===== config.mk =====
export PLATFORM = sky130hd
export DESIGN_NAME = ddr2_command_pin_interface
export DESIGN_NICKNAME = d
export VERILOG_FILES = /design/src/ddr2_pin_pkg.sv /design/src/cmd_bus_if.sv /design/src/ddr2_command_pin_interface.sv /design/src/cmd_decoder.sv /design/src/bank_tracker.sv
export VERILOG_INCLUDE_DIRS = /design/src
export SDC_FILE = /design/constraint.sdc
export NUM_CORES = 2
export LEC_CHECK = 0
export BUFFER_PORTS_ARGS = -buffer_cell sky130_fd_sc_hd__buf_2
export CORE_AREA = 2 2 350 352
export CTS_BUF_LIST = sky130_fd_sc_hd__clkbuf_4 sky130_fd_sc_hd__clkbuf_8 sky130_fd_sc_hd__clkbuf_16
export DETAILED_ROUTE_END_ITERATION = 16
export DIE_AREA = 0 0 352 354
export PLACE_DENSITY = 0.73
export SYNTH_ARGS = -nofsm -noshare
export SYNTH_HDL_FRONTEND = slang
export SYNTH_SLANG_ARGS = --single-unit

===== constraint.sdc =====
create_clock -name core_clk_i -period 3.3 [get_ports core_clk_i]
set_input_delay 0.33 -clock core_clk_i [delete_from_list [all_inputs] [get_ports core_clk_i]]
set_output_delay 0.33 -clock core_clk_i [all_outputs]
set_load 0.01 [all_outputs]

===== src/ddr2_pin_map.svh =====
`ifndef DDR2_PIN_MAP_SVH
`define DDR2_PIN_MAP_SVH

// ****************************************
// apb register offsets
// ****************************************
`define APB_ADDR_W        12
`define REG_CTRL_OFF      12'h000
`define REG_STATUS_OFF    12'h004
`define REG_MODE0_OFF     12'h008
`define REG_MODE1_OFF     12'h00c
`define REG_MODE2_OFF     12'h010
`define REG_MODE3_OFF     12'h014

// ****************************************
// control register fields and reset value
// ****************************************
`define CTRL_ENABLE_BIT   0
`define CTRL_TERM_OFF_BIT 1
`define CTRL_RESET        2'h1

// ****************************************
// status register fields
// ****************************************
`define STAT_PWR_LSB      0
`define STAT_OPEN_LSB     4
`define STAT_CMD_LSB      8

// ****************************************
// mode register fields and reset values
// ****************************************
`define MODE_W            13
`define MODE_RESET        13'h0000
`define MODE_BL_LSB       0
`define MODE_BL8_CODE     3'h3
`define EMR1_RTT_LO_BIT   2
`define EMR1_RTT_HI_BIT   6
`define PRE_ALL_BIT       10
`define AUTO_PRE_BIT      10

// ****************************************
// burst timing counts in clock cycles
// ****************************************
`define PAIRS_BL4         3'h2
`define PAIRS_BL8         3'h4

`endif


===== src/ddr2_pin_pkg.sv =====
package ddr2_pin_pkg;

   // decoded command of one clock edge
   typedef enum logic [3:0] {
      cmd_deselect,
      cmd_nop,
      cmd_mode_load,
      cmd_ext_mode_load,
      cmd_refresh,
      cmd_precharge,
      cmd_activate,
      cmd_write,
      cmd_read,
      cmd_reserved
   } cmd_t;

   // power state of the device
   typedef enum logic [1:0] {
      pwr_run,
      pwr_pre_pd,
      pwr_act_pd,
      pwr_self_ref
   } pwr_t;

endpackage


===== src/cmd_bus_if.sv =====
`timescale 1ns/1ps
interface cmd_bus_if
   import ddr2_pin_pkg::*;
#(
   parameter int BANK_W = 2,
   parameter int ADDR_W = 13
);
   cmd_t              cmd;
   logic [BANK_W-1:0] bank;
   logic [ADDR_W-1:0] addr;
   logic              term_q;
   logic              gate_q;

   modport dec (output cmd, bank, addr, term_q, gate_q);
   modport trk (input  cmd, bank, addr, term_q, gate_q);
endinterface


===== src/ddr2_command_pin_interface.sv =====
// Chosen here: register access over APB and the placing of the registers.
`timescale 1ns/1ps
`include "ddr2_pin_map.svh"
// What this block does
// - capture pins on rising clock crossing only
// - read beats leave on both clock edges
// - clock gate runs clocks, buffers, drivers
// - gate low picks power-down or self refresh
// - gate synchronous except self-refresh exit
// - input buffers off in power-down and self refresh, clock buffer off in self refresh only
// - chip select high masks command, part code
// - termination on for data, strobes, masks
// - termination pin ignored when disabled
// - four strobes together encode command
// - masked write bytes are not stored
// - bank select chooses target bank
// - bank select picks base or extended mode
// - row on activate, column and auto-precharge
// - precharge one bank or all banks
// - mode loads take opcode from address
module ddr2_command_pin_interface
   import ddr2_pin_pkg::*;
#(
   parameter int BANKS   = 4,
   parameter int BANK_W  = 2,
   parameter int ADDR_W  = 13,
   parameter int DATA_W  = 16,
   parameter int COL_IDX = 4
) (
   input  wire logic                   core_clk_i,
   input  wire logic                   arst_n_i,
   // apb slave
   input  wire logic                   psel,
   input  wire logic                   penable,
   input  wire logic                   pwrite,
   input  wire logic [`APB_ADDR_W-1:0] paddr,
   input  wire logic [31:0]            pwdata,
   output logic [31:0]                 prdata,
   output logic                        pready,
   output logic                        pslverr,
   // controller pins
   input  wire logic                   clock_gate_in_i,
   input  wire logic                   chip_select_n_i,
   input  wire logic                   row_strobe_n_i,
   input  wire logic                   column_strobe_n_i,
   input  wire logic                   write_strobe_n_i,
   input  wire logic [BANK_W-1:0]      bank_select_i,
   input  wire logic [ADDR_W-1:0]      addr_i,
   input  wire logic                   termination_on_i,
   // write beats, rise and fall strobe halves
   input  wire logic [DATA_W-1:0]      wr_rise_data_i,
   input  wire logic [DATA_W-1:0]      wr_fall_data_i,
   input  wire logic [1:0]             wr_rise_mask_i,
   input  wire logic [1:0]             wr_fall_mask_i,
   // read beats for the double-edge output cell
   output logic [DATA_W-1:0]           rd_rise_data_o,
   output logic [DATA_W-1:0]           rd_fall_data_o,
   output logic                        rd_valid_o,
   // buffer, driver and termination controls
   output logic                        clk_run_o,
   output logic                        clkbuf_en_o,
   output logic                        inbuf_en_o,
   output logic                        drv_en_o,
   output logic                        term_en_o,
   output logic [1:0]                  pwr_state_o
);

   localparam int IDX_W = BANK_W + COL_IDX;
   localparam int WORDS = 1 << IDX_W;

   // ****************************************
   // state declarations
   // ****************************************
   cmd_bus_if #(.BANK_W(BANK_W), .ADDR_W(ADDR_W)) bus ();

   pwr_t                    pwr, next_pwr;
   logic [1:0]              ctrl, next_ctrl;
   logic [`MODE_W-1:0]      mode_reg [4];
   logic [`MODE_W-1:0]      next_mode [4];
   cmd_t                    last_cmd, next_last_cmd;
   logic [BANKS-1:0]        open_mask;
   logic [BANKS*ADDR_W-1:0] open_rows;
   logic [DATA_W-1:0]       mem [WORDS];
   logic [2:0]              wr_left, next_wr_left;
   logic [2:0]              rd_left, next_rd_left;
   logic [IDX_W-1:0]        wr_idx, next_wr_idx;
   logic [IDX_W-1:0]        rd_idx, next_rd_idx;
   logic [IDX_W-1:0]        wr_idx1, rd_idx1;
   logic [2:0]              burst_pairs;
   logic                    accept;
   logic                    rtt_on;
   logic                    next_pready, next_pslverr;
   logic [31:0]             next_prdata;
   logic                    apb_wr;
   logic                    next_clk_run, next_clkbuf, next_inbuf, next_drv, next_term;

   // ****************************************
   // pin capture and bank tracking
   // ****************************************
   // commands only pass while running and enabled
   assign accept = (pwr == pwr_run) && ctrl[`CTRL_ENABLE_BIT];

   cmd_decoder #(.BANK_W(BANK_W), .ADDR_W(ADDR_W)) u_dec (
      .core_clk_i        (core_clk_i),
      .arst_n_i          (arst_n_i),
      .accept_i          (accept),
      .clock_gate_in_i   (clock_gate_in_i),
      .chip_select_n_i   (chip_select_n_i),
      .row_strobe_n_i    (row_strobe_n_i),
      .column_strobe_n_i (column_strobe_n_i),
      .write_strobe_n_i  (write_strobe_n_i),
      .bank_select_i     (bank_select_i),
      .addr_i            (addr_i),
      .termination_on_i  (termination_on_i),
      .bus               (bus)
   );

   bank_tracker #(.BANKS(BANKS), .BANK_W(BANK_W), .ADDR_W(ADDR_W)) u_trk (
      .core_clk_i (core_clk_i),
      .arst_n_i   (arst_n_i),
      .bus        (bus),
      .open_o     (open_mask),
      .row_o      (open_rows)
   );

   // ****************************************
   // power state machine
   // ****************************************
   always_comb begin
      next_pwr = pwr;
      case (pwr)
         pwr_run: begin
            if (!bus.gate_q) begin
               if (bus.cmd == cmd_refresh) begin
                  next_pwr = pwr_self_ref;
               end else if (|open_mask) begin
                  next_pwr = pwr_act_pd;
               end else begin
                  next_pwr = pwr_pre_pd;
               end
            end
         end
         pwr_pre_pd, pwr_act_pd: begin
            if (bus.gate_q) begin
               next_pwr = pwr_run;
            end
         end
         pwr_self_ref: begin
            if (clock_gate_in_i) begin
               next_pwr = pwr_run;
            end
         end
         default: next_pwr = pwr_run;
      endcase
   end

   // buffer and driver enables follow the gate and power state
   always_comb begin
      rtt_on       = mode_reg[1][`EMR1_RTT_LO_BIT] | mode_reg[1][`EMR1_RTT_HI_BIT];
      next_clk_run = (next_pwr == pwr_run);
      next_drv     = (next_pwr == pwr_run);
      next_inbuf   = (next_pwr == pwr_run);
      next_clkbuf  = (next_pwr != pwr_self_ref);
      // termination covers data, both strobe pairs and both byte masks
      next_term    = bus.term_q && rtt_on && !ctrl[`CTRL_TERM_OFF_BIT] &&
                     (pwr == pwr_run);
   end

   always_ff @(posedge core_clk_i or negedge arst_n_i) begin
      if (!arst_n_i) begin
         pwr         <= pwr_run;
         clk_run_o   <= 1'b0;
         drv_en_o    <= 1'b0;
         inbuf_en_o  <= 1'b0;
         clkbuf_en_o <= 1'b0;
         term_en_o   <= 1'b0;
         pwr_state_o <= 2'h0;
      end else begin
         pwr         <= next_pwr;
         clk_run_o   <= next_clk_run;
         drv_en_o    <= next_drv;
         inbuf_en_o  <= next_inbuf;
         clkbuf_en_o <= next_clkbuf;
         term_en_o   <= next_term;
         pwr_state_o <= next_pwr;
      end
   end

   // ****************************************
   // mode registers and control register
   // ****************************************
   assign apb_wr = psel && penable && pready && pwrite;

   always_comb begin
      next_ctrl     = ctrl;
      next_last_cmd = last_cmd;
      for (int i = 0; i < 4; i++) begin
         next_mode[i] = mode_reg[i];
      end
      if (bus.cmd != cmd_nop && bus.cmd != cmd_deselect) begin
         next_last_cmd = bus.cmd;
      end
      if (bus.cmd == cmd_mode_load || bus.cmd == cmd_ext_mode_load) begin
         next_mode[bus.bank] = bus.addr;
      end
      if (apb_wr && paddr == `REG_CTRL_OFF) begin
         next_ctrl = pwdata[1:0];
      end
   end

   always_ff @(posedge core_clk_i or negedge arst_n_i) begin
      if (!arst_n_i) begin
         ctrl     <= `CTRL_RESET;
         last_cmd <= cmd_nop;
         for (int i = 0; i < 4; i++) begin
            mode_reg[i] <= `MODE_RESET;
         end
      end else begin
         ctrl     <= next_ctrl;
         last_cmd <= next_last_cmd;
         for (int i = 0; i < 4; i++) begin
            mode_reg[i] <= next_mode[i];
         end
      end
   end

   // ****************************************
   // burst engine and storage
   // ****************************************
   assign burst_pairs = (mode_reg[0][`MODE_BL_LSB +: 3] == `MODE_BL8_CODE) ?
                        `PAIRS_BL8 : `PAIRS_BL4;
   assign wr_idx1     = wr_idx + 1'b1;
   assign rd_idx1     = rd_idx + 1'b1;

   always_comb begin
      next_wr_left = (wr_left != 3'h0) ? wr_left - 3'h1 : 3'h0;
      next_rd_left = (rd_left != 3'h0) ? rd_left - 3'h1 : 3'h0;
      next_wr_idx  = (wr_left != 3'h0) ? IDX_W'(wr_idx + 2'h2) : wr_idx;
      next_rd_idx  = (rd_left != 3'h0) ? IDX_W'(rd_idx + 2'h2) : rd_idx;
      if (bus.cmd == cmd_write) begin
         next_wr_left = burst_pairs;
         next_wr_idx  = {bus.bank, bus.addr[COL_IDX-1:0]};
      end
      if (bus.cmd == cmd_read) begin
         next_rd_left = burst_pairs;
         next_rd_idx  = {bus.bank, bus.addr[COL_IDX-1:0]};
      end
   end

   // masked bytes keep their old contents
   always_ff @(posedge core_clk_i) begin
      if (wr_left != 3'h0) begin
         if (!wr_rise_mask_i[0]) mem[wr_idx][7:0]   <= wr_rise_data_i[7:0];
         if (!wr_rise_mask_i[1]) mem[wr_idx][15:8]  <= wr_rise_data_i[15:8];
         if (!wr_fall_mask_i[0]) mem[wr_idx1][7:0]  <= wr_fall_data_i[7:0];
         if (!wr_fall_mask_i[1]) mem[wr_idx1][15:8] <= wr_fall_data_i[15:8];
      end
   end

   always_ff @(posedge core_clk_i or negedge arst_n_i) begin
      if (!arst_n_i) begin
         wr_left        <= 3'h0;
         rd_left        <= 3'h0;
         wr_idx         <= '0;
         rd_idx         <= '0;
         rd_valid_o     <= 1'b0;
         rd_rise_data_o <= '0;
         rd_fall_data_o <= '0;
      end else begin
         wr_left        <= next_wr_left;
         rd_left        <= next_rd_left;
         wr_idx         <= next_wr_idx;
         rd_idx         <= next_rd_idx;
         rd_valid_o     <= (rd_left != 3'h0);
         rd_rise_data_o <= mem[rd_idx];
         rd_fall_data_o <= mem[rd_idx1];
      end
   end

   // ****************************************
   // apb slave, one wait-free access phase
   // ****************************************
   always_comb begin
      next_pready  = psel && !penable;
      next_pslverr = 1'b0;
      next_prdata  = 32'h0000_0000;
      if (paddr == `REG_CTRL_OFF) begin
         next_prdata[1:0] = ctrl;
      end else if (paddr == `REG_STATUS_OFF) begin
         next_prdata[`STAT_PWR_LSB +: 2]    = pwr;
         next_prdata[`STAT_OPEN_LSB +: 4]   = open_mask;
         next_prdata[`STAT_CMD_LSB +: 4]    = last_cmd;
      end else if (paddr == `REG_MODE0_OFF) begin
         next_prdata[`MODE_W-1:0] = mode_reg[0];
      end else if (paddr == `REG_MODE1_OFF) begin
         next_prdata[`MODE_W-1:0] = mode_reg[1];
      end else if (paddr == `REG_MODE2_OFF) begin
         next_prdata[`MODE_W-1:0] = mode_reg[2];
      end else if (paddr == `REG_MODE3_OFF) begin
         next_prdata[`MODE_W-1:0] = mode_reg[3];
      end else begin
         next_pslverr = 1'b1;
      end
      if (!(psel && !penable) || pwrite) begin
         next_prdata = 32'h0000_0000;
      end
      if (!(psel && !penable)) begin
         next_pslverr = 1'b0;
      end
   end

   always_ff @(posedge core_clk_i or negedge arst_n_i) begin
      if (!arst_n_i) begin
         pready  <= 1'b0;
         pslverr <= 1'b0;
         prdata  <= 32'h0000_0000;
      end else begin
         pready  <= next_pready;
         pslverr <= next_pslverr;
         prdata  <= next_prdata;
      end
   end

endmodule


===== src/cmd_decoder.sv =====
`timescale 1ns/1ps
module cmd_decoder
   import ddr2_pin_pkg::*;
#(
   parameter int BANK_W = 2,
   parameter int ADDR_W = 13
) (
   input  wire logic              core_clk_i,
   input  wire logic              arst_n_i,
   input  wire logic              accept_i,
   input  wire logic              clock_gate_in_i,
   input  wire logic              chip_select_n_i,
   input  wire logic              row_strobe_n_i,
   input  wire logic              column_strobe_n_i,
   input  wire logic              write_strobe_n_i,
   input  wire logic [BANK_W-1:0] bank_select_i,
   input  wire logic [ADDR_W-1:0] addr_i,
   input  wire logic              termination_on_i,
   cmd_bus_if.dec                 bus
);

   cmd_t              next_cmd;
   logic [BANK_W-1:0] next_bank;
   logic [ADDR_W-1:0] next_addr;
   logic              next_term;

   // decode the strobes of this edge
   always_comb begin
      next_cmd  = cmd_nop;
      next_bank = bus.bank;
      next_addr = bus.addr;
      next_term = bus.term_q;
      if (accept_i) begin
         next_bank = bank_select_i;
         next_addr = addr_i;
         next_term = termination_on_i;
         if (chip_select_n_i) begin
            next_cmd = cmd_deselect;
         end else begin
            case ({row_strobe_n_i, column_strobe_n_i, write_strobe_n_i})
               3'h0: next_cmd = (bank_select_i == '0) ? cmd_mode_load
                                                     : cmd_ext_mode_load;
               3'h1: next_cmd = cmd_refresh;
               3'h2: next_cmd = cmd_precharge;
               3'h3: next_cmd = cmd_activate;
               3'h4: next_cmd = cmd_write;
               3'h5: next_cmd = cmd_read;
               3'h6: next_cmd = cmd_reserved;
               default: next_cmd = cmd_nop;
            endcase
         end
      end
   end

   // capture on the rising crossing only
   always_ff @(posedge core_clk_i or negedge arst_n_i) begin
      if (!arst_n_i) begin
         bus.cmd    <= cmd_nop;
         bus.bank   <= '0;
         bus.addr   <= '0;
         bus.term_q <= 1'b0;
         bus.gate_q <= 1'b0;
      end else begin
         bus.cmd    <= next_cmd;
         bus.bank   <= next_bank;
         bus.addr   <= next_addr;
         bus.term_q <= next_term;
         bus.gate_q <= clock_gate_in_i;
      end
   end

endmodule


===== src/bank_tracker.sv =====
`timescale 1ns/1ps
`include "ddr2_pin_map.svh"
module bank_tracker
   import ddr2_pin_pkg::*;
#(
   parameter int BANKS  = 4,
   parameter int BANK_W = 2,
   parameter int ADDR_W = 13
) (
   input  wire logic               core_clk_i,
   input  wire logic               arst_n_i,
   cmd_bus_if.trk                  bus,
   output logic [BANKS-1:0]        open_o,
   output logic [BANKS*ADDR_W-1:0] row_o
);

   genvar b;
   generate
      for (b = 0; b < BANKS; b++) begin : g_bank
         logic              next_open;
         logic [ADDR_W-1:0] next_row;
         logic              hit;

         // per bank open flag and row
         always_comb begin
            hit       = (bus.bank == BANK_W'(b));
            next_open = open_o[b];
            next_row  = row_o[b*ADDR_W +: ADDR_W];
            if (bus.cmd == cmd_activate && hit) begin
               next_open = 1'b1;
               next_row  = bus.addr;
            end else if (bus.cmd == cmd_precharge &&
                         (hit || bus.addr[`PRE_ALL_BIT])) begin
               next_open = 1'b0;
            end else if ((bus.cmd == cmd_read || bus.cmd == cmd_write) && hit &&
                         bus.addr[`AUTO_PRE_BIT]) begin
               next_open = 1'b0;
            end
         end

         always_ff @(posedge core_clk_i or negedge arst_n_i) begin
            if (!arst_n_i) begin
               open_o[b]                  <= 1'b0;
               row_o[b*ADDR_W +: ADDR_W]  <= '0;
            end else begin
               open_o[b]                  <= next_open;
               row_o[b*ADDR_W +: ADDR_W]  <= next_row;
            end
         end
      end
   endgenerate

endmodule


==> flow_summary.toml <==
[status]
outcome = "finished, violations left"
violations = "setup timing"

[setup_path]
rr_startpoint = "rd_idx[1]$_DFFE_PN0P_"
reg2reg_slack_ns = -0.04
crit_start = "rd_idx[1]$_DFFE_PN0P_"
path_max_fanout = 16
crit_path_end_kind = "register"
path_class = "register to register"
critPathMaxStageDelay_ns = 0.64
critPathLaunchType = "register"
path_common_cell = "buf_4"
cp_top_family = "simple AND/OR/NAND/NOR gates"
crit_chain = "ha_1, nand4_1, xor2_1, buf_4, nor2_1, buf_4, a32o_1, nor4_1, buf_4"
cp_data_arrival_time_ns = 4.02
cp.required_ns = 3.98
path_buf_inv = 3
slowest_stage = "nor4_1"

[placed_design]
place_inst = 6177
io_buffers = 130
globalplace.congestion = 0.964
place_hpwl_um = 150000

[clock_network]
cts_buffer_depth = 3
clkSinkCount = 1178
cts-root-buf = "clkbuf_16"
cts_inserted_buffers = 121
clock_latency_ns = 0.76
clk_pin_slew_ns = 0.07
h-tree-depth = 3
cts_tree = "yes"

[timing]
rsz0062_at_grt = "no"
fin_crit_ns = 3.34
setup_slack_ns = -0.0378
fmax_mhz = 300
tns_ns = -0.0378
tightestPinTransition_ns = 1.31
post-route-period-util = 1.01
slew_violations = 0
relSlewSlack = 0.120
hold_violations = 0
timing.clock.skew_ns = 0.0397
setup-violations-final = 1

[final_layout]
syn_to_final_growth_pct = 12.6
largest_reg_flops = 1024
final_common_cell = "mux2_2"
drive_gt1_frac = 0.523
nNetsFinal = 4831
stdcell_count = 6452
layout_common_cells = "mux2_2, edfxtp_1, mux4_2"

[floorplanning]
initial_utilization = 0.566
dieWidth_um = 352
io_pins = 180
die_y_um = 354
core_area_um2 = 121000
dieArea_um2 = 125000
rows = 128

[detailed_routing]
drcViolationCount = 0
viasPerCell = 7.05
dr_total_vias = 45500
drt_wl_total_um = 218000
drt-pass1-iter-count = 6
wl_per_cell_um = 33.7
postRouteAntennaNets = 0
drt_iter0_markers = 6840

[logic_synthesis]
avgSynthCellArea_um2 = 15.2
yosysTopAreaCell = "edfxtp_1"
synth_edf_count = 1024
synth_top_area_share = 0.449
yosysWarnings = 0
seq_area_frac_synth = 0.505
synthCells = 4504
synth.distinct_cells = 77
synth_area_leaders = "edfxtp_1, mux2_2, mux4_2"
synthArstFlopShare = 0.131
ys.flop_type = "edfxtp_1"
synth_area_um2 = 68500
ys_ff_latch = 1178

[power]
leakagePower_nw = 25.7
vdd_drop_max_v = 0.000428
power_density_nw_per_um2 = 433

[worst_hold_path]
min_from = "penable"
holdCritPathClass = "primary input to register"

[global_route]
grt_pass1_vias = 45000
grt_pass1_wl_um = 316000
grt_usage = 0.347
grt_remaining_overflow = 0
antenna_found_initial = 13
grt_max_degree = 117

[job]
max_cap_viol_count = 0
-- final timing paths --
| check | cells past startpoint | end |
|---|---|---|
| hold reg to reg | 1 | term_en_o$_DFF_PN0_ |
| min in group asynchronous | 2 | mode_reg[47]$_DFFE_PN0P_ |
| setup / recovery | 9 | rd_fall_data_o[11]$_DFF_PN0_ |
| max in group asynchronous | 3 | rd_fall_data_o[7]$_DFF_PN0_ |
| setup reg to reg | 9 | rd_fall_data_o[11]$_DFF_PN0_ |
| hold / removal | 4 | ctrl[0]$_DFFE_PN1P_ |
-- routing by layer --
| metal | GRT usage | up-vias | wire (um) |
|---|---|---|---|
| met3 | 0.0919 | 541 | 28100 |
| met2 | 0.524 | 3026 | 98300 |
| li1 | - | 18500 | - |
| met5 | 0 | - | 101 |
| met1 | 0.479 | 23400 | 81100 |
| met4 | 0.145 | 16 | 9950 |
-- where the power goes --
group,internal [mW],total [mW],switching [mW]
Clock,8.42,14.5,6.07
Combinational,0.867,2.49,1.62
Sequential,16.3,16.4,0.103
-- stage by stage --
stage / util / power [mW] / hold slack, ns / worst slack, ns / instance area, um^2
5_1_grt: 0.638 / 34.0 / 0.0997 / 0.00312 / 77100
2_1_floorplan: - / 18.0 / 0.0344 / 0.645 / 68500
4_1_cts: 0.637 / 33.3 / 0.0284 / 0.107 / 77100
3_3_place_gp: 0.600 / 19.0 / 0.433 / -0.0376 / 72500
3_5_place_dp: 0.600 / 19.0 / 0.437 / -0.117 / 72500
6_report: 0.638 / 33.3 / 0.0796 / -0.0378 / 77100
-- repair_timing --
action,CTS,global route
endpoints found under the hold margin,108,0
gates cloned,0,0
hold buffers,36,0
setup buffers,3,0
resized for setup,0,6
pin swaps,1,0
setup endpoints to repair,26,79
-- synth_stat cells (all sizes together) (4+ instances only) --
cell type,number
mux2,1153
edfxtp,1024
mux4,464
clkbuf,273
nand2,248
buf,214
mux2i,172
dfrtp,151
o21ai,122
nor2,120
o22ai,63
nor3,55
a21oi,45
a32o,37
a22oi,33
nand3,29
nor4,22
o21bai,22
o221ai,17
nand2b,16
nor2b,16
o32ai,16
a211oi,15
inv,14
ha,11
a2111oi,10
a211o,10
xnor2,10
nand3b,8
a21o,7
a22o,7
nand4,7
o221a,7
xor2,7
a221oi,6
and2,6
or3,6
a31oi,5
and3,4
o211ai,4
or2,4
-- cells by family after synthesis --
logic type / Yosys count / share of synthesized area
AO/OA/AOI/OAI: 452 / 0.0458
XOR/XNOR: 17 / 0.00217
adder cells (fa/ha/maj): 11 / 0.00201
buffers and inverters: 502 / 0.0330
flip-flops: 1178 / 0.505
multiplexers: 1789 / 0.367
other: 1 / 0.0000548
AND/OR/NAND/NOR: 554 / 0.0442
-- tightest hold or removal path: stages --
cell and delay, ns:
buf_2 0.10, nand4_1 0.08, nor2_1 0.07, mux2_2 0.22
-- area by class of cell --
cell class / instances / area (um^2)
antenna: 8 / 20.0
tap: 1625 / 2030
inverter: 15 / 56.3
clock buffer: 161 / 3490
fill: 8723 / 43800
multi-input combinational: 2842 / 31800
sequential: 1178 / 34600
timing repair buffer: 556 / 4430
clock inverter: 67 / 666
Power figures use the tool's default switching activity.
